## src/hw/tsel_pkg.sv

```systemverilog
package tsel_pkg;

  // ****************************************************************
  // Register map
  // ****************************************************************
  localparam logic [3:0] TSEL_ADDR_STATUS = 4'h0; // Tape status register
  localparam logic [3:0] TSEL_ADDR_CMD_LO = 4'h1; // Command register low byte
  localparam logic [3:0] TSEL_ADDR_CMD_HI = 4'h2; // Command register high byte
  localparam logic [3:0] TSEL_ADDR_CTRL = 4'h3;   // Controller state word

  // ****************************************************************
  // Status register field positions
  // ****************************************************************
  localparam int TSEL_BIT_ILLEGAL = 15;
  localparam int TSEL_BIT_EOF = 14;
  localparam int TSEL_BIT_CRC = 13;
  localparam int TSEL_BIT_PARITY = 12;
  localparam int TSEL_BIT_GRANT_LATE = 11;
  localparam int TSEL_BIT_TAPE_END = 10;
  localparam int TSEL_XPORT_W = 6;          // Bits 05..00 come from the transport
  localparam int TSEL_BIT_SEL_ONLINE = 6;   // Selected and on-line status bit

  // Control word bit positions (controller state word)
  localparam int TSEL_CTL_ERR = 0;
  localparam int TSEL_CTL_RDY = 1;
  localparam int TSEL_CTL_DONE = 2;
  localparam int TSEL_CTL_BREQ = 3;
  localparam int TSEL_CTL_DMA = 4;
  localparam int TSEL_CTL_W = 5;

  localparam logic [15:0] TSEL_ZERO16 = 16'h0000;

  // GO sequence states, Gray coded along the usual path
  typedef enum logic [1:0] {
    TSEL_GO_IDLE = 2'b00,
    TSEL_GO_S1 = 2'b01,
    TSEL_GO_S2 = 2'b11,
    TSEL_GO_RUN = 2'b10
  } tsel_go_e;

endpackage : tsel_pkg

```

## src/hw/tsel_edge.sv

```systemverilog
`timescale 1ns/1ps
// Rising and falling edge detector on a synchronous level
module tsel_edge (
  input wire logic clk_sys_i,
  input wire logic reset_i,
  input wire logic level_i,
  output logic rise_o,
  output logic fall_o
);

  logic prev_q;

  // Remember last level
  always_ff @(posedge clk_sys_i) begin
    if (reset_i) begin
      prev_q <= 1'b0;
    end else begin
      prev_q <= level_i;
    end
  end

  assign rise_o = level_i & ~prev_q;
  assign fall_o = ~level_i & prev_q;

endmodule : tsel_edge

```

## src/hw/tsel_status.sv

```systemverilog
`timescale 1ns/1ps
module tsel_status
  import tsel_pkg::*;
#(
  parameter int ADDR_W = 4
) (
  input wire logic clk_sys_i,
  input wire logic reset_i,
  // Register port
  input wire logic [ADDR_W-1:0] reg_addr_i,
  input wire logic [15:0] reg_wdata_i,
  input wire logic reg_wr_i,
  input wire logic reg_rd_i,
  output logic [15:0] reg_rdata_o,
  // Controller context
  input wire logic initialize_i,
  input wire logic write_function_active_i,
  input wire logic read_function_i,
  input wire logic offline_function_i,
  input wire logic reverse_motion_i,
  // Transport
  input wire logic [tsel_pkg::TSEL_XPORT_W-1:0] transport_status_i,
  input wire logic selected_online_i,
  input wire logic write_lock_i,
  input wire logic tape_unit_ready_i,
  input wire logic file_mark_detected_i,
  input wire logic crc_mismatch_i,
  input wire logic vertical_parity_fault_i,
  input wire logic longitudinal_parity_fault_i,
  input wire logic check_char_detected_i,
  input wire logic read_strobe_i,
  input wire logic write_strobe_i,
  input wire logic end_of_tape_i,
  input wire logic dma_done_i,
  // Results
  output logic go_pulse_o,
  output logic error_o,
  output logic controller_ready_o,
  output logic set_bus_request_o,
  output logic dma_request_o
);
  import tsel_pkg::*;

  // ****************************************************************
  // Parameter check
  // ****************************************************************
  if (ADDR_W < 2) begin : g_bad_addr
    $error("ADDR_W too small for the register map");
  end

  // ****************************************************************
  // State
  // ****************************************************************
  tsel_go_e go_q;
  tsel_go_e go_d;
  logic illegal_command_flag_q;
  logic eof_flag_q;
  logic crc_error_flag_q;
  logic parity_error_flag_q;
  logic bus_grant_late_flag_q;
  logic end_of_tape_flag_q;
  logic error_q;
  logic done_q;
  logic controller_ready_q;
  logic set_bus_request_q;
  logic dma_request_q;
  logic dma_pulse_q;
  logic go_pulse_q;
  logic op_q;
  logic [15:0] rdata_q;
  logic go_bit_q;

  logic go_strobe1;
  logic go_strobe2;
  logic clear_err;
  logic cmd_write;
  logic online_fall;
  logic tape_end_fall;
  logic illegal_set;
  logic dma_request_pulse;
  logic dma_trailing;
  logic deferred_err;
  logic any_error;
  logic [15:0] status_word;
  logic [TSEL_CTL_W-1:0] ctl_word;
  logic unused_wdata;

  // Only data bit 00, the GO bit of the low command byte, is stored; other data bits never are
  assign unused_wdata = |reg_wdata_i;

  // Edge detectors on the transport lines
  tsel_edge u_online_edge (
    .clk_sys_i(clk_sys_i),
    .reset_i(reset_i),
    .level_i(selected_online_i),
    .rise_o(),
    .fall_o(online_fall)
  );

  tsel_edge u_tape_end_edge (
    .clk_sys_i(clk_sys_i),
    .reset_i(reset_i),
    .level_i(end_of_tape_i),
    .rise_o(),
    .fall_o(tape_end_fall)
  );

  // ****************************************************************
  // Command writes and GO sequencing
  // ****************************************************************
  assign cmd_write = reg_wr_i & ((reg_addr_i == ADDR_W'(TSEL_ADDR_CMD_LO)) |
                                 (reg_addr_i == ADDR_W'(TSEL_ADDR_CMD_HI)));

  // GO bit is bit 00 of the low command byte
  always_ff @(posedge clk_sys_i) begin
    if (reset_i || initialize_i) begin
      go_bit_q <= 1'b0;
    end else if (go_strobe2) begin
      go_bit_q <= 1'b0;
    end else if (cmd_write && !op_q && reg_addr_i == ADDR_W'(TSEL_ADDR_CMD_LO) && reg_wdata_i[0]) begin
      go_bit_q <= 1'b1;
    end
  end

  // Strobe 1 always precedes strobe 2 by one cycle
  always_comb begin
    go_d = go_q;
    case (go_q)
      TSEL_GO_IDLE: begin
        if (go_bit_q) begin
          go_d = TSEL_GO_S1;
        end
      end
      TSEL_GO_S1: begin
        go_d = TSEL_GO_S2;
      end
      TSEL_GO_S2: begin
        go_d = TSEL_GO_RUN;
      end
      TSEL_GO_RUN: begin
        if (!go_bit_q) begin
          go_d = TSEL_GO_IDLE;
        end
      end
      default: begin
        go_d = TSEL_GO_IDLE;
      end
    endcase
  end

  assign go_strobe1 = (go_q == TSEL_GO_S1);
  assign go_strobe2 = (go_q == TSEL_GO_S2);
  assign clear_err = initialize_i | go_strobe1;

  always_ff @(posedge clk_sys_i) begin
    if (reset_i || initialize_i) begin
      go_q <= TSEL_GO_IDLE;
    end else begin
      go_q <= go_d;
    end
  end

  // Operation in progress from second strobe until done
  always_ff @(posedge clk_sys_i) begin
    if (reset_i || initialize_i) begin
      op_q <= 1'b0;
    end else if (go_strobe2 && !illegal_set) begin
      op_q <= 1'b1;
    end else if (check_char_detected_i || any_error) begin
      op_q <= 1'b0;
    end
  end

  // GO pulse to the transport, only for a legal command
  always_ff @(posedge clk_sys_i) begin
    if (reset_i) begin
      go_pulse_q <= 1'b0;
    end else begin
      go_pulse_q <= go_strobe2 & ~illegal_set;
    end
  end

  // ****************************************************************
  // Error flags
  // ****************************************************************
  assign illegal_set = (cmd_write & op_q) |
                   (online_fall & op_q & ~offline_function_i) |
                   (go_strobe2 & ~selected_online_i) |
                   (go_strobe2 & write_function_active_i & write_lock_i);

  // Illegal command: the set wins over a clear in the same cycle
  always_ff @(posedge clk_sys_i) begin
    if (reset_i) begin
      illegal_command_flag_q <= 1'b0;
    end else if (illegal_set) begin
      illegal_command_flag_q <= 1'b1;
    end else if (clear_err) begin
      illegal_command_flag_q <= 1'b0;
    end
  end

  // End of file
  always_ff @(posedge clk_sys_i) begin
    if (reset_i) begin
      eof_flag_q <= 1'b0;
    end else if (file_mark_detected_i) begin
      eof_flag_q <= 1'b1;
    end else if (clear_err) begin
      eof_flag_q <= 1'b0;
    end
  end

  // CRC error, immediate in status
  always_ff @(posedge clk_sys_i) begin
    if (reset_i) begin
      crc_error_flag_q <= 1'b0;
    end else if (crc_mismatch_i) begin
      crc_error_flag_q <= 1'b1;
    end else if (clear_err) begin
      crc_error_flag_q <= 1'b0;
    end
  end

  // Parity sampled on every read strobe during a read or write function, check characters included
  always_ff @(posedge clk_sys_i) begin
    if (reset_i) begin
      parity_error_flag_q <= 1'b0;
    end else if (read_strobe_i && (write_function_active_i || read_function_i) &&
                 (vertical_parity_fault_i || longitudinal_parity_fault_i)) begin
      parity_error_flag_q <= 1'b1;
    end else if (clear_err) begin
      parity_error_flag_q <= 1'b0;
    end
  end

  // ****************************************************************
  // DMA request path
  // ****************************************************************
  assign dma_request_pulse = read_strobe_i | write_strobe_i;

  // Delay the pulse so the request rises on its trailing edge
  always_ff @(posedge clk_sys_i) begin
    if (reset_i) begin
      dma_pulse_q <= 1'b0;
    end else begin
      dma_pulse_q <= dma_request_pulse;
    end
  end

  assign dma_trailing = dma_pulse_q & ~dma_request_pulse;

  // Bus grant late: new pulse while a request is still pending
  always_ff @(posedge clk_sys_i) begin
    if (reset_i) begin
      bus_grant_late_flag_q <= 1'b0;
    end else if (dma_request_pulse && !dma_pulse_q && dma_request_q) begin
      bus_grant_late_flag_q <= 1'b1;
    end else if (clear_err) begin
      bus_grant_late_flag_q <= 1'b0;
    end
  end

  // Request set on trailing edge unless blocked; a late grant blocks all
  always_ff @(posedge clk_sys_i) begin
    if (reset_i || initialize_i) begin
      dma_request_q <= 1'b0;
    end else if (dma_trailing && !bus_grant_late_flag_q) begin
      dma_request_q <= 1'b1;
    end else if (dma_done_i) begin
      dma_request_q <= 1'b0;
    end
  end

  // End of tape follows the marker by direction
  always_ff @(posedge clk_sys_i) begin
    if (reset_i) begin
      end_of_tape_flag_q <= 1'b0;
    end else if (end_of_tape_i && !reverse_motion_i) begin
      end_of_tape_flag_q <= 1'b1;
    end else if ((tape_end_fall && reverse_motion_i) || clear_err) begin
      end_of_tape_flag_q <= 1'b0;
    end
  end

  // ****************************************************************
  // Error summary and ready path
  // ****************************************************************
  // Soft errors wait for the check character so the record finishes
  assign deferred_err = check_char_detected_i &
                        (crc_error_flag_q | parity_error_flag_q |
                         (end_of_tape_flag_q & ~reverse_motion_i));
  assign any_error = illegal_set | illegal_command_flag_q | eof_flag_q |
                     bus_grant_late_flag_q | deferred_err;

  // Error flag of the command register
  always_ff @(posedge clk_sys_i) begin
    if (reset_i) begin
      error_q <= 1'b0;
    end else if (illegal_set) begin
      error_q <= 1'b1;
    end else if (go_strobe1 || initialize_i) begin
      error_q <= 1'b0;
    end else if (any_error) begin
      error_q <= 1'b1;
    end
  end

  // Transfer done; a new GO drops a stale done so old flags cannot keep ready up
  always_ff @(posedge clk_sys_i) begin
    if (reset_i || initialize_i) begin
      done_q <= 1'b0;
    end else if (illegal_set || (op_q && check_char_detected_i)) begin
      done_q <= 1'b1;
    end else if (go_bit_q) begin
      done_q <= 1'b0;
    end else if (any_error) begin
      done_q <= 1'b1;
    end
  end

  // Ready: illegal command at once, else GO clears it and done with unit ready sets it
  always_ff @(posedge clk_sys_i) begin
    if (reset_i || initialize_i) begin
      controller_ready_q <= 1'b1;
    end else if (illegal_set) begin
      controller_ready_q <= 1'b1;
    end else if (go_bit_q) begin
      controller_ready_q <= 1'b0;
    end else if (done_q && tape_unit_ready_i) begin
      controller_ready_q <= 1'b1;
    end
  end

  // Bus request pulse toward the interrupt logic
  always_ff @(posedge clk_sys_i) begin
    if (reset_i) begin
      set_bus_request_q <= 1'b0;
    end else begin
      set_bus_request_q <= illegal_set | (done_q & tape_unit_ready_i & ~controller_ready_q);
    end
  end

  // ****************************************************************
  // Read port; writes to the status word have no effect
  // ****************************************************************
  assign status_word = {illegal_command_flag_q, eof_flag_q, crc_error_flag_q, parity_error_flag_q,
                        bus_grant_late_flag_q, end_of_tape_flag_q, 3'b000, selected_online_i,
                        transport_status_i};
  assign ctl_word = {dma_request_q, set_bus_request_q, done_q, controller_ready_q, error_q};

  always_ff @(posedge clk_sys_i) begin
    if (reset_i) begin
      rdata_q <= TSEL_ZERO16;
    end else if (reg_rd_i) begin
      if (reg_addr_i == ADDR_W'(TSEL_ADDR_STATUS)) begin
        rdata_q <= status_word;
      end else if (reg_addr_i == ADDR_W'(TSEL_ADDR_CTRL)) begin
        rdata_q <= {{(16 - TSEL_CTL_W){1'b0}}, ctl_word};
      end else begin
        rdata_q <= TSEL_ZERO16;
      end
    end else begin
      rdata_q <= TSEL_ZERO16;
    end
  end

  assign reg_rdata_o = rdata_q;
  assign go_pulse_o = go_pulse_q;
  assign error_o = error_q;
  assign controller_ready_o = controller_ready_q;
  assign set_bus_request_o = set_bus_request_q;
  assign dma_request_o = dma_request_q;

endmodule : tsel_status

```

## config.mk

```make
export PLATFORM = sky130hd
export DESIGN_NAME = tsel_status
export DESIGN_NICKNAME = d
export VERILOG_FILES = /design/src/hw/tsel_pkg.sv /design/src/hw/tsel_edge.sv /design/src/hw/tsel_status.sv
export SDC_FILE = /design/constraint.sdc
export NUM_CORES = 1
export LEC_CHECK = 0
export ABC_CLOCK_PERIOD_IN_PS = 3200
export BUFFER_PORTS_ARGS = -buffer_cell sky130_fd_sc_hd__buf_2
export CAP_MARGIN = 20
export CORE_ASPECT_RATIO = 1.25
export CORE_UTILIZATION = 45
export DETAILED_ROUTE_END_ITERATION = 8
export HOLD_SLACK_MARGIN = 0.08
export PLACE_DENSITY = 0.79
export SETUP_SLACK_MARGIN = 0.4
export SLEW_MARGIN = 5
export SYNTH_ARGS = -nofsm -noshare
export SYNTH_HDL_FRONTEND = slang
export SYNTH_SLANG_ARGS = --single-unit
```

## constraint.sdc

```tcl
create_clock -name clk_sys_i -period 3.2 [get_ports clk_sys_i]
set_input_delay 0.32 -clock clk_sys_i [delete_from_list [all_inputs] [get_ports clk_sys_i]]
set_output_delay 0.32 -clock clk_sys_i [all_outputs]
set_load 0.02 [all_outputs]
```

Yosys cells after proc, flatten, opt, wreduce, memory -nomap -nowiden --
Cells that the tools add are included. W data, S select, Z words.
Cells by class: equal/unequal tests 8, mux-type cells 24, bitwise operators 36, reduce and logical (&&, ||, !) cells 43
Operator list (number):
- $mux W1 | 19
- $reduce_bool A2 Y1 | 9
- $mux W16 | 1
- $and A1 B1 Y1 | 15
- $logic_and A1 B1 Y1 | 13
- $or A1 B1 Y1 | 13
- $eq A4 B2 Y1 const B | 2
- $not A1 Y1 | 8
- $pmux W2 S4 | 1
- $logic_or A1 B1 Y1 | 7
- $reduce_bool A3 Y1 | 2
- $reduce_or A2 Y1 | 3
- $logic_not A1 Y1 | 5
- $mux W5 | 1
- $eq A2 B2 Y1 const B | 2
- $eq A4 B1 Y1 const B | 1
- $logic_not A4 Y1 | 1
- $mux W2 | 2
- $ne A2 B2 Y1 const B | 2
- $reduce_or A3 Y1 | 1
- $eq A2 B1 Y1 const B | 1
- $logic_not A2 Y1 | 1
- $reduce_and A2 Y1 | 1
Storage, ports and cells: flip-flop bits (word level) 35, input bits 47, output and inout port bits 21, word-level logic and storage cells 131

Depth between registers and ports, before layout --
Gate-level depths: netlist (run 1).
word-level depth 14, mapped depth 4, mapped depth without buffers 4

By module --
A second synthesis (run 1) with hierarchy kept.
Second synthesis, totals: cell total of the unflattened synthesis 120, area total of the unflattened synthesis 1179.9 um2
Modules (own cells, without submodules):
- tsel_status | instances 1, cells an instance 112, area an instance 1102.3 um2, sequential area each 600.6 um2
- tsel_edge | instances 2, cells an instance 4, area an instance 38.8 um2, sequential area each 20.0 um2

Least setup slack after synthesis (run 1) --
No wires, ideal clock.
kind input to register, start point input port reg_addr_i[3], end point register rdata_q[3] (netlist: reg_rdata_o[3]), library setup time 0.058 ns, arrival 1.302 ns, data required time 3.142 ns, path slack 1.840 ns, cell stages on the path 4, buffers on the path 1, cell sequence or4b_4 nor3_4 buf_6 a22o_2
Between the ends: longest elaborated chain between the ends 3, elaborated cells between the ends (all ways) 4, classes of those cells 1 x eq/ne; 2 x mux; 1 x reduce/logical
Ends and longest elaborated chain:
- from (decl) | line tsel_status.sv:10 | input wire logic [ADDR_W-1:0] reg_addr_i,
- $eq A4 B2 Y1 | line tsel_status.sv:357 | end else if (reg_addr_i == ADDR_W'(TSEL_ADDR_CTRL)) begin
- $mux W5 | line tsel_status.sv:357
- $mux W16 (*) | line tsel_status.sv:355 | if (reg_addr_i == ADDR_W'(TSEL_ADDR_STATUS)) begin
- to (signal assigned) | line tsel_status.sv:356 | rdata_q <= status_word;
- to (signal assigned) | line tsel_status.sv:358 | rdata_q <= {{(16 - TSEL_CTL_W){1'b0}}, ctl_word};
- to (decl) | line tsel_status.sv:70 | logic [15:0] rdata_q;
Every way passes the cells marked *; elsewhere a longest branch is shown, timed or not. A chain may end at the register's enable or synchronous reset.

Final worst setup path (run 1) --
start point input port reset_i, end point register rdata_q[4] (netlist: reg_rdata_o[4])
Between the ends: longest elaborated chain between the ends 1
Ends and longest elaborated chain:
- from (decl) | line tsel_status.sv:8 | input wire logic reset_i,
- $reduce_or A2 Y1 (no line)
Every way passes these cells.

==> impl_metrics.tcl, run 1 <==
set metrics [dict create \
    arrival_ns 1.61 \
    gr-total-overflow 0 \
    p_int_mw 0.5368 \
    cts_tree "done" \
    wl_mm 2.253 \
    synthTopCellsByCount "32 x dfxtp_1, 12 x a21oi_1, 11 x nor2_1" \
    cp.required_ns 3.48 \
    crit_start "reset_i" \
    hpwl_mm 1.716 \
    finalInstanceArea_um2 1479 \
    layout-drive-gt1-share_pct 37.28 \
    hold_viol_final 0 \
    grt_max_degree 16 \
    cts_hold_buf 0 \
    slew_viol_final 0 \
    antenna_cells 0 \
    finalSetupViolCount 0 \
    async_flop_share_pct 0 \
    synth_area_per_cell_um2 10.10 \
    vias_per_cell 5.045 \
    cts_buffers 5 \
    grt_pass1_vias 866 \
    clk_pin_slew_ns 0.09 \
    syn-instance-count 115 \
    ant_nets 0 \
    wl_per_cell_um 11.15 \
    synth_top_area_share_pct 55.17 \
    start_util_pct 47.84 \
    drc 0 \
    port_buffers 49 \
    post-route-min-period_ns 1.324 \
    io_pins 68 \
    dieWidth_um 47.44 \
    powerDensity_nw_per_um2 474.0 \
    core_um2 2427 \
    gp_congestion 0.7698 \
    pwr-share-comb_pct 7.8 \
    p_sw_mw 0.1642 \
    p_sw_share_pct 23.43 \
    clock_skew_ns 0.004579 \
    path_class "primary input to flip-flop" \
    insertion_delay_ns 0.33 \
    die_h_um 58.79 \
    largest_register_ffs 13 \
    ys_seq_elements 32 \
    reg2reg_from "go_q[1]" \
    yosys.area.top_type "dfxtp_1" \
    ctsResizeCount 0 \
    yosys_warnings 0 \
    status "finished clean" \
    min-delay-start "transport_status_i[5]" \
    cts_max_path_buffers 2 \
    row_count 20 \
    netlist_area_um2 1161 \
    drv_cap 0 \
    synth_most_common_cell "dfxtp_1" \
    cp-start-kind "primary input" \
    rsz0062_at_grt "no" \
    whs_ns 0.1856 \
    globalRouteTotalUtil_pct 18.80 \
    ir_drop_uv 340.0 \
    clock_sinks 32 \
    seq_power_share_pct 58.7 \
    p_leak_nw 0.6859 \
    place_area_um2 1418 \
    synth_ff_type "dfxtp_1" \
    fin_crit_sh_pct 41.37 \
    fin_nets 215 \
    antenna_found_initial 0 \
    synthToLayoutAreaGrowth_pct 27.37 \
    yosys-top-cells-area "dfxtp_1 55%, a21oi_1 5.2%, and2_1 4.3%, nor2_1 3.6%, nand2_1 2.6%" \
    grt_pass1_wl_mm 3.588 \
    drt-pass1-iter-count 4 \
    drt_iter0_drc 20 \
    vias 1019 \
    root_buffer "clkbuf_4" \
    die_area_um2 2789 \
    crit_path_end_kind "flip-flop" \
    hold_class "primary input to flip-flop" \
    clkPwrFrac_pct 33.4 \
    yosysSeqAreaShare_pct 55.17 \
    finalSetupTns_ns 0 \
    synth_edf_count 0 \
    synth_cell_types 33 \
    critical_path.max_fanout 15 \
    fmax_mhz 755.3 \
    postCtsSetupRepairBufs 0 \
    n_fill_cell 244 \
    htreeDepth 2 \
]
==> logic make-up after synthesis <==
group	count (synthesis)	synth area share, %
flops	32	55.17
simple gates	48	23.71
buf+inv	5	3.232
compound gates	28	16.81
xor+xnor	1	0.7544
other cells	1	0.3230
==> routing by layer <==
metal	vias up	part of all wire [%]	routed length (um)	GRT usage (%)
met1	478	39	876	20.74
li1	506	-	-	-
met2	30	53	1194	30.14
met4	0	2.2	49	9.796
met5	-	0	0	0
met3	5	5.9	132	7.362
==> final cells by class <==
class	instances	area (um^2)	share of cell area [%]
repair buffers	49	245.2	16.58
clock buffers	6	51.30	3.469
flip-flops and latches	32	640.6	43.32
multi-input cells	80	490.5	33.16
clock inverters	2	10.01	0.6768
well taps	33	41.29	2.792
==> power groups by stage <==
| stage | sequential (mW) | clock [mW] | combinational, mW |
|---|---|---|---|
| 3_3_place_gp | 0.421 | 0 | 0.0534 |
| 3_5_place_dp | 0.421 | 0 | 0.0548 |
| 5_1_grt | 0.413 | 0.258 | 0.0609 |
| 4_1_cts | 0.412 | 0.243 | 0.0552 |
| 6_report | 0.412 | 0.234 | 0.0548 |
| 2_1_floorplan | 0.422 | 0 | 0.0270 |
==> critical path, cell delays in order <==
cell and delay, ns:
buf_2 0.19, or4b_4 0.53, nor2_1 0.36, a22o_2 0.20
==> final timing paths <==
check / endpoint / slack (ns) / cells after the start
worst max-delay path: reg_rdata_o[4] / 1.88 / 4
worst min-delay path: reg_rdata_o[5] / 0.19 / 2
worst max register to register: go_pulse_o / 1.93 / 4
worst min register to register: parity_error_flag_q / 0.48 / 2
==> through the flow <==
step	power (mW)	utilization (%)	setup WS, ns	std cells
3_5_place_dp	0.4760	58.40	1.529	194
3_3_place_gp	0.4741	58.40	1.539	194
4_1_cts	0.7102	60.93	1.887	202
6_report	0.7010	60.93	1.876	202
5_1_grt	0.7319	60.93	1.797	202
2_1_floorplan	0.4489	-	1.840	117
==> cells in the final DEF, fill, tap and decap left out, types with 3 or more instances in the layout <==
cell,netlist,layout
nand2_1,8,8
dfxtp_1,32,32
buf_2,0,49
conb_1,1,3
and2_1,8,8
nor3b_1,3,3
a21oi_1,12,12
nand2b_1,3,3
clkbuf_4,0,5
a22o_1,3,3
nor2_1,11,11
nor2b_1,4,4
(Power assumes the default switching activity.)
==> run 2: changes to the inputs <==
--- a/config.mk
+++ b/config.mk
@@ -5,14 +5,14 @@
 export SDC_FILE = /design/constraint.sdc
 export NUM_CORES = 1
 export LEC_CHECK = 0
-export ABC_CLOCK_PERIOD_IN_PS = 3200
+export ABC_CLOCK_PERIOD_IN_PS = 1200
 export BUFFER_PORTS_ARGS = -buffer_cell sky130_fd_sc_hd__buf_2
 export CAP_MARGIN = 20
 export CORE_ASPECT_RATIO = 1.25
-export CORE_UTILIZATION = 45
+export CORE_UTILIZATION = 38
 export DETAILED_ROUTE_END_ITERATION = 8
 export HOLD_SLACK_MARGIN = 0.08
-export PLACE_DENSITY = 0.79
+export PLACE_DENSITY = 0.71
 export SETUP_SLACK_MARGIN = 0.4
 export SLEW_MARGIN = 5
 export SYNTH_ARGS = -nofsm -noshare
==> constraint.sdc (replaced) <==
create_clock -name clk_sys_i -period 1.2 [get_ports clk_sys_i]
set_input_delay 0.12 -clock clk_sys_i [delete_from_list [all_inputs] [get_ports clk_sys_i]]
set_output_delay 0.12 -clock clk_sys_i [all_outputs]
set_load 0.02 [all_outputs]
==> run 2 against run 1 <==
Effect of this change:
- the flow now finishes with violations (DRC, setup timing)
- sequential power grew to 2.6 times the previous value
- register-to-register slack lost 2.0 ns
- non-clock buffer count rose by 36
- utilization up 13 points
- sequential share of layout area decreased by 12 points
- count of clock-buffer cells in the layout stayed put
- critical path type is now flip-flop to flip-flop
- largest power group unchanged
==> impl_metrics.tcl, run 2 (same netlist as run 1, synthesis figures left out) <==
set metrics [dict create \
    grt_max_degree 15 \
    p_leak_nw 0.9615 \
    wl_per_cell_um 14.69 \
    largest_register_ffs 13 \
    power_mw 2.153 \
    final_cell_mix "29 x buf_2, 28 x buf_6, 22 x dfxtp_2, 15 x dlygate4sd3_1, 12 x buf_4" \
    hold_class "primary input to flip-flop" \
    path_class "flip-flop to flip-flop" \
    layout_setup_ws_ns -0.06237 \
    fmax_mhz 792.2 \
    critical_path.max_fanout 4 \
    post-route-min-period_ns 1.262 \
    arrival_ns 1.48 \
    wl_mm 3.540 \
    antenna_cells 0 \
    grt_pass1_vias 1103 \
    row_count 22 \
    cp.required_ns 1.42 \
    synthToLayoutAreaGrowth_pct 86.85 \
    htreeDepth 2 \
    drc 2 \
    cts_max_path_buffers 2 \
    powerDensity_nw_per_um2 992.5 \
    insertion_delay_ns 0.34 \
    drt_iter0_drc 50 \
    cp-start-kind "flip-flop" \
    cts_buffers 5 \
    gr-total-overflow 0 \
    place_area_um2 1514 \
    ir_drop_uv 889.8 \
    layout_commonest_cell "buf_2" \
    root_buffer "clkbuf_4" \
    drt-pass1-iter-count 6 \
    cts_tree "done" \
    vias_per_cell 4.876 \
    finalSetupViolCount 2 \
    ant_nets 0 \
    final_util_pct 74.36 \
    slew_viol_final 0 \
    port_buffers 49 \
    hold_viol_final 0 \
    antenna_found_initial 0 \
    layout-drive-gt1-share_pct 67.32 \
    core_um2 2918 \
    rsz0062_at_grt "yes" \
    io_pins 68 \
    fin_nets 251 \
    fin_crit_sh_pct 105.2 \
    hpwl_mm 1.940 \
    status "complete, but fails checks" \
    die_area_um2 3282 \
    globalRouteTotalUtil_pct 20.61 \
    dieWidth_um 51.44 \
    clk_pin_slew_ns 0.10 \
    crit_path_end_kind "flip-flop" \
    gp_congestion 0.7429 \
    clock_skew_ns 0.01161 \
    grt_pass1_wl_mm 4.871 \
    clock_sinks 32 \
    finalInstanceArea_um2 2170 \
    start_util_pct 39.79 \
    drv_cap 0 \
    failed_checks "DRC, setup timing" \
    die_h_um 63.80 \
    vias 1175 \
]
## run 2: changes by cell type in the layout (fill, tap and decap cells not counted), sizes merged
| cell | before | now |
|---|---|---|
| buf | 49 | 70 |
| bufinv | 0 | 1 |
| clkinv | 2 | 1 |
| dlygate4sd3 | 0 | 15 |
## run 2: routing by layer
metal,part of all wire (%),track usage (%),vias up
met5,0,0,-
met4,3.1,9.797,0
met3,4.7,8.333,8
met2,55,36.36,45
met1,37,20.27,544
li1,-,-,578
## run 2: final timing paths
path	start	endpoint	slack, ns	depth (start not counted)
worst max-delay path	eof_flag_q	done_q	-0.06	3
worst min register to register	dma_pulse_q	dma_request_o	0.49	2
worst min-delay path	write_strobe_i	dma_request_o	0.09	4
worst max register to register	eof_flag_q	done_q	-0.06	3
## run 2: power breakdown
group / switching [mW] / internal, mW / leakage, nW
registers: 0.0160 / 1.08 / 0.272
logic: 0.117 / 0.147 / 0.647
clock network: 0.360 / 0.436 / 0.0422
## run 2: critical path, cell delays in order (launching register included)
cell and delay, ns:
dfxtp_2 0.35, or4_4 0.52, o21bai_4 0.15, a31oi_2 0.12
## run 2: area by class of cell
type | instances | area [um^2]
sequential | 32 | 679.4
tap | 36 | 45.04
timing repair buffer | 85 | 720.7
clock inverter | 2 | 35.03
fill | 195 | 748.2
multi-input combinational | 80 | 648.1
clock buffer | 6 | 41.29
## run 2: per-stage QoR
stage                     hold slack (ns)  setup WS (ns)  setup TNS [ns]  std cells
after floorplan                    0.1916        0.04126               0        117
after global routing              0.07963       -0.07238         -0.1979        241
final                             0.08810       -0.06237        -0.08053        241
after global placement             0.3287       -0.07207         -0.7811        204
after CTS                         0.07877       -0.02540        -0.02540        236
after detailed placement           0.3359       -0.09853          -1.092        204
## run 2: repair_timing
action | 4_1_cts | 5_1_grt
resized for setup | 82 | 20
hold buffers | 14 | 1
setup endpoints to repair | 44 | 47
pin swaps | 17 | 15
setup buffers | 10 | 4
endpoints found under the hold margin | 16 | 1
==> run 3: changes to the inputs <==
--- a/config.mk
+++ b/config.mk
@@ -5,14 +5,15 @@
 export SDC_FILE = /design/constraint.sdc
 export NUM_CORES = 1
 export LEC_CHECK = 0
-export ABC_CLOCK_PERIOD_IN_PS = 1200
+export ABC_CLOCK_PERIOD_IN_PS = 1500
 export BUFFER_PORTS_ARGS = -buffer_cell sky130_fd_sc_hd__buf_2
 export CAP_MARGIN = 20
 export CORE_ASPECT_RATIO = 1.25
-export CORE_UTILIZATION = 38
+export CORE_MARGIN = 2
+export CORE_UTILIZATION = 45
 export DETAILED_ROUTE_END_ITERATION = 8
 export HOLD_SLACK_MARGIN = 0.08
-export PLACE_DENSITY = 0.71
+export PLACE_DENSITY = 0.79
 export SETUP_SLACK_MARGIN = 0.4
 export SLEW_MARGIN = 5
 export SYNTH_ARGS = -nofsm -noshare
==> constraint.sdc (replaced) <==
create_clock -name clk_sys_i -period 1.5 [get_ports clk_sys_i]
set_input_delay 0.15 -clock clk_sys_i [delete_from_list [all_inputs] [get_ports clk_sys_i]]
set_output_delay 0.15 -clock clk_sys_i [all_outputs]
set_load 0.02 [all_outputs]
==> run 3 against run 2 <==
Effect of this change:
- utilization shrank 3.2 points
- hold slack gained 0.025 ns
- first-iteration DRC count shrank 60%
- the flow now finishes without violations
- die area shrank 8.4%
- worst setup slack gained 0.35 ns
- critical path type unchanged
- clock skew shrank 0.0030 ns
- cell area shrank 20%
- non-clock buffer count shrank 14
- register-to-register slack gained 0.35 ns
- critical path depth is the same
==> impl_metrics.tcl, run 3 (same netlist as run 1, synthesis figures left out) <==
set metrics [dict create \
    cp-start-kind "flip-flop" \
    crit_path_end_kind "flip-flop" \
    reg2reg_from "eof_flag_q" \
    hold_viol_final 0 \
    root_buffer "clkbuf_4" \
    p_leak_nw 0.8102 \
    wl_per_cell_um 13.33 \
    power_mw 1.672 \
    critical_path.max_fanout 4 \
    row_count 20 \
    clk_pin_slew_ns 0.09 \
    gp_congestion 0.8249 \
    finalInstanceArea_um2 1745 \
    cts_tree "done" \
    rsz0062_at_grt "yes" \
    crit_start "eof_flag_q" \
    cp.required_ns 1.73 \
    crit_end "done_q" \
    clock_skew_ns 0.008655 \
    antenna_cells 0 \
    antenna_found_initial 0 \
    finalSetupViolCount 0 \
    cts_max_path_buffers 2 \
    status "finished clean" \
    final_cell_mix "49 x buf_2, 25 x dfxtp_1, 13 x dlygate4sd3_1, 11 x nor2_1, 10 x a21oi_1" \
    core_um2 2452 \
    clock_sinks 32 \
    rrSetupSlack_ns 0.29 \
    synthToLayoutAreaGrowth_pct 50.32 \
    r2r_end "done_q" \
    io_pins 68 \
    finalSetupTns_ns 0 \
    drv_cap 0 \
    htreeDepth 2 \
    grt_pass1_wl_mm 4.312 \
    gr-total-overflow 0 \
    wl_mm 2.985 \
    largest_register_ffs 13 \
    place_area_um2 1454 \
    cts_buffers 5 \
    dieWidth_um 49.44 \
    whs_ns 0.1126 \
    drt-pass1-iter-count 5 \
    die_h_um 60.79 \
    port_buffers 49 \
    globalRouteTotalUtil_pct 19.80 \
    fin_crit_sh_pct 80.81 \
    grt_pass1_vias 1080 \
    vias 1113 \
    layout-drive-gt1-share_pct 44.50 \
    drc 0 \
    fin_nets 237 \
    ir_drop_uv 610.9 \
    start_util_pct 47.35 \
    fmax_mhz 824.9 \
    layout_commonest_cell "buf_2" \
    powerDensity_nw_per_um2 957.9 \
    arrival_ns 1.44 \
    vias_per_cell 4.969 \
    post-route-min-period_ns 1.212 \
    hold_class "primary input to flip-flop" \
    ant_nets 0 \
    hpwl_mm 1.934 \
    path_class "flip-flop to flip-flop" \
    rr_worst_depth 3 \
    die_area_um2 3005 \
    slew_viol_final 0 \
    grt_max_degree 15 \
    insertion_delay_ns 0.34 \
    drt_iter0_drc 20 \
]
==> run 3: cell types whose count changed in the layout (fill, tap and decap cells not counted), moves of 5 or more <==
cell     before  now
a21oi_1       5   10
and2_1        0    8
and2_4        8    0
buf_2        29   49
buf_6        28    0
dfxtp_1       7   25
dfxtp_2      22    6
==> run 3: where the power goes <==
group / switching [mW] / internal [mW]
sequential: 0.0131 / 0.866
combinational: 0.0747 / 0.0840
clock: 0.285 / 0.349
total: 0.373 / 1.30
==> run 3: how the worst min path moves through the flow <==
stage | cells past startpoint | from | endpoint | slack [ns]
final | 3 | tape_unit_ready_i | set_bus_request_o | 0.11
after global routing | 3 | check_char_detected_i | done_q | 0.10
after CTS | 2 | selected_online_i | u_online_edge.prev_q | 0.08
after detailed placement | 2 | transport_status_i[5] | reg_rdata_o[5] | 0.37
after global placement | 2 | end_of_tape_i | end_of_tape_flag_q | 0.35
after floorplan | 1 | reset_i | u_tape_end_edge.prev_q | 0.22
==> run 3: stage by stage <==
step / cells / setup WS, ns / util, %
after floorplan: 117 / 0.3113 / -
after detailed placement: 197 / 0.1808 / 59.29
final: 224 / 0.2878 / 71.17
after CTS: 223 / 0.3016 / 69.85
after global placement: 197 / 0.2014 / 59.29
after global routing: 224 / 0.2462 / 71.17
==> run 3: critical path: stages, from the launching register on <==
cell and delay [ns]:
dfxtp_2 0.35, or4_1 0.52, o21bai_1 0.14, a31oi_1 0.10
==> run 3: cell type report <==
class | instances | area, um^2
Fill cell | 193 | 706.9
Sequential cell | 32 | 651.9
Multi-Input combinational cell | 80 | 520.5
Timing Repair Buffer | 71 | 455.4
Clock buffer | 6 | 41.29
Tap cell | 33 | 41.29
Clock inverter | 2 | 35.03
==> run 3: routing by layer <==
metal	global-route usage, %	wire length, um	part of all wire, %	up-vias
met3	6.650	154	5.2	6
met5	0	0	0	-
met1	18.83	1149	38	515
met4	15.08	72	2.4	0
li1	-	-	-	551
met2	35.91	1609	54	41
==> run 3: timing repair <==
item | CTS | global route
hold buffers | 13 | 0
pin swaps | 2 | 4
gates resized for setup | 8 | 7
endpoints found under the setup margin | 11 | 10
setup buffers | 5 | 1
endpoints found under the hold margin | 14 | 0
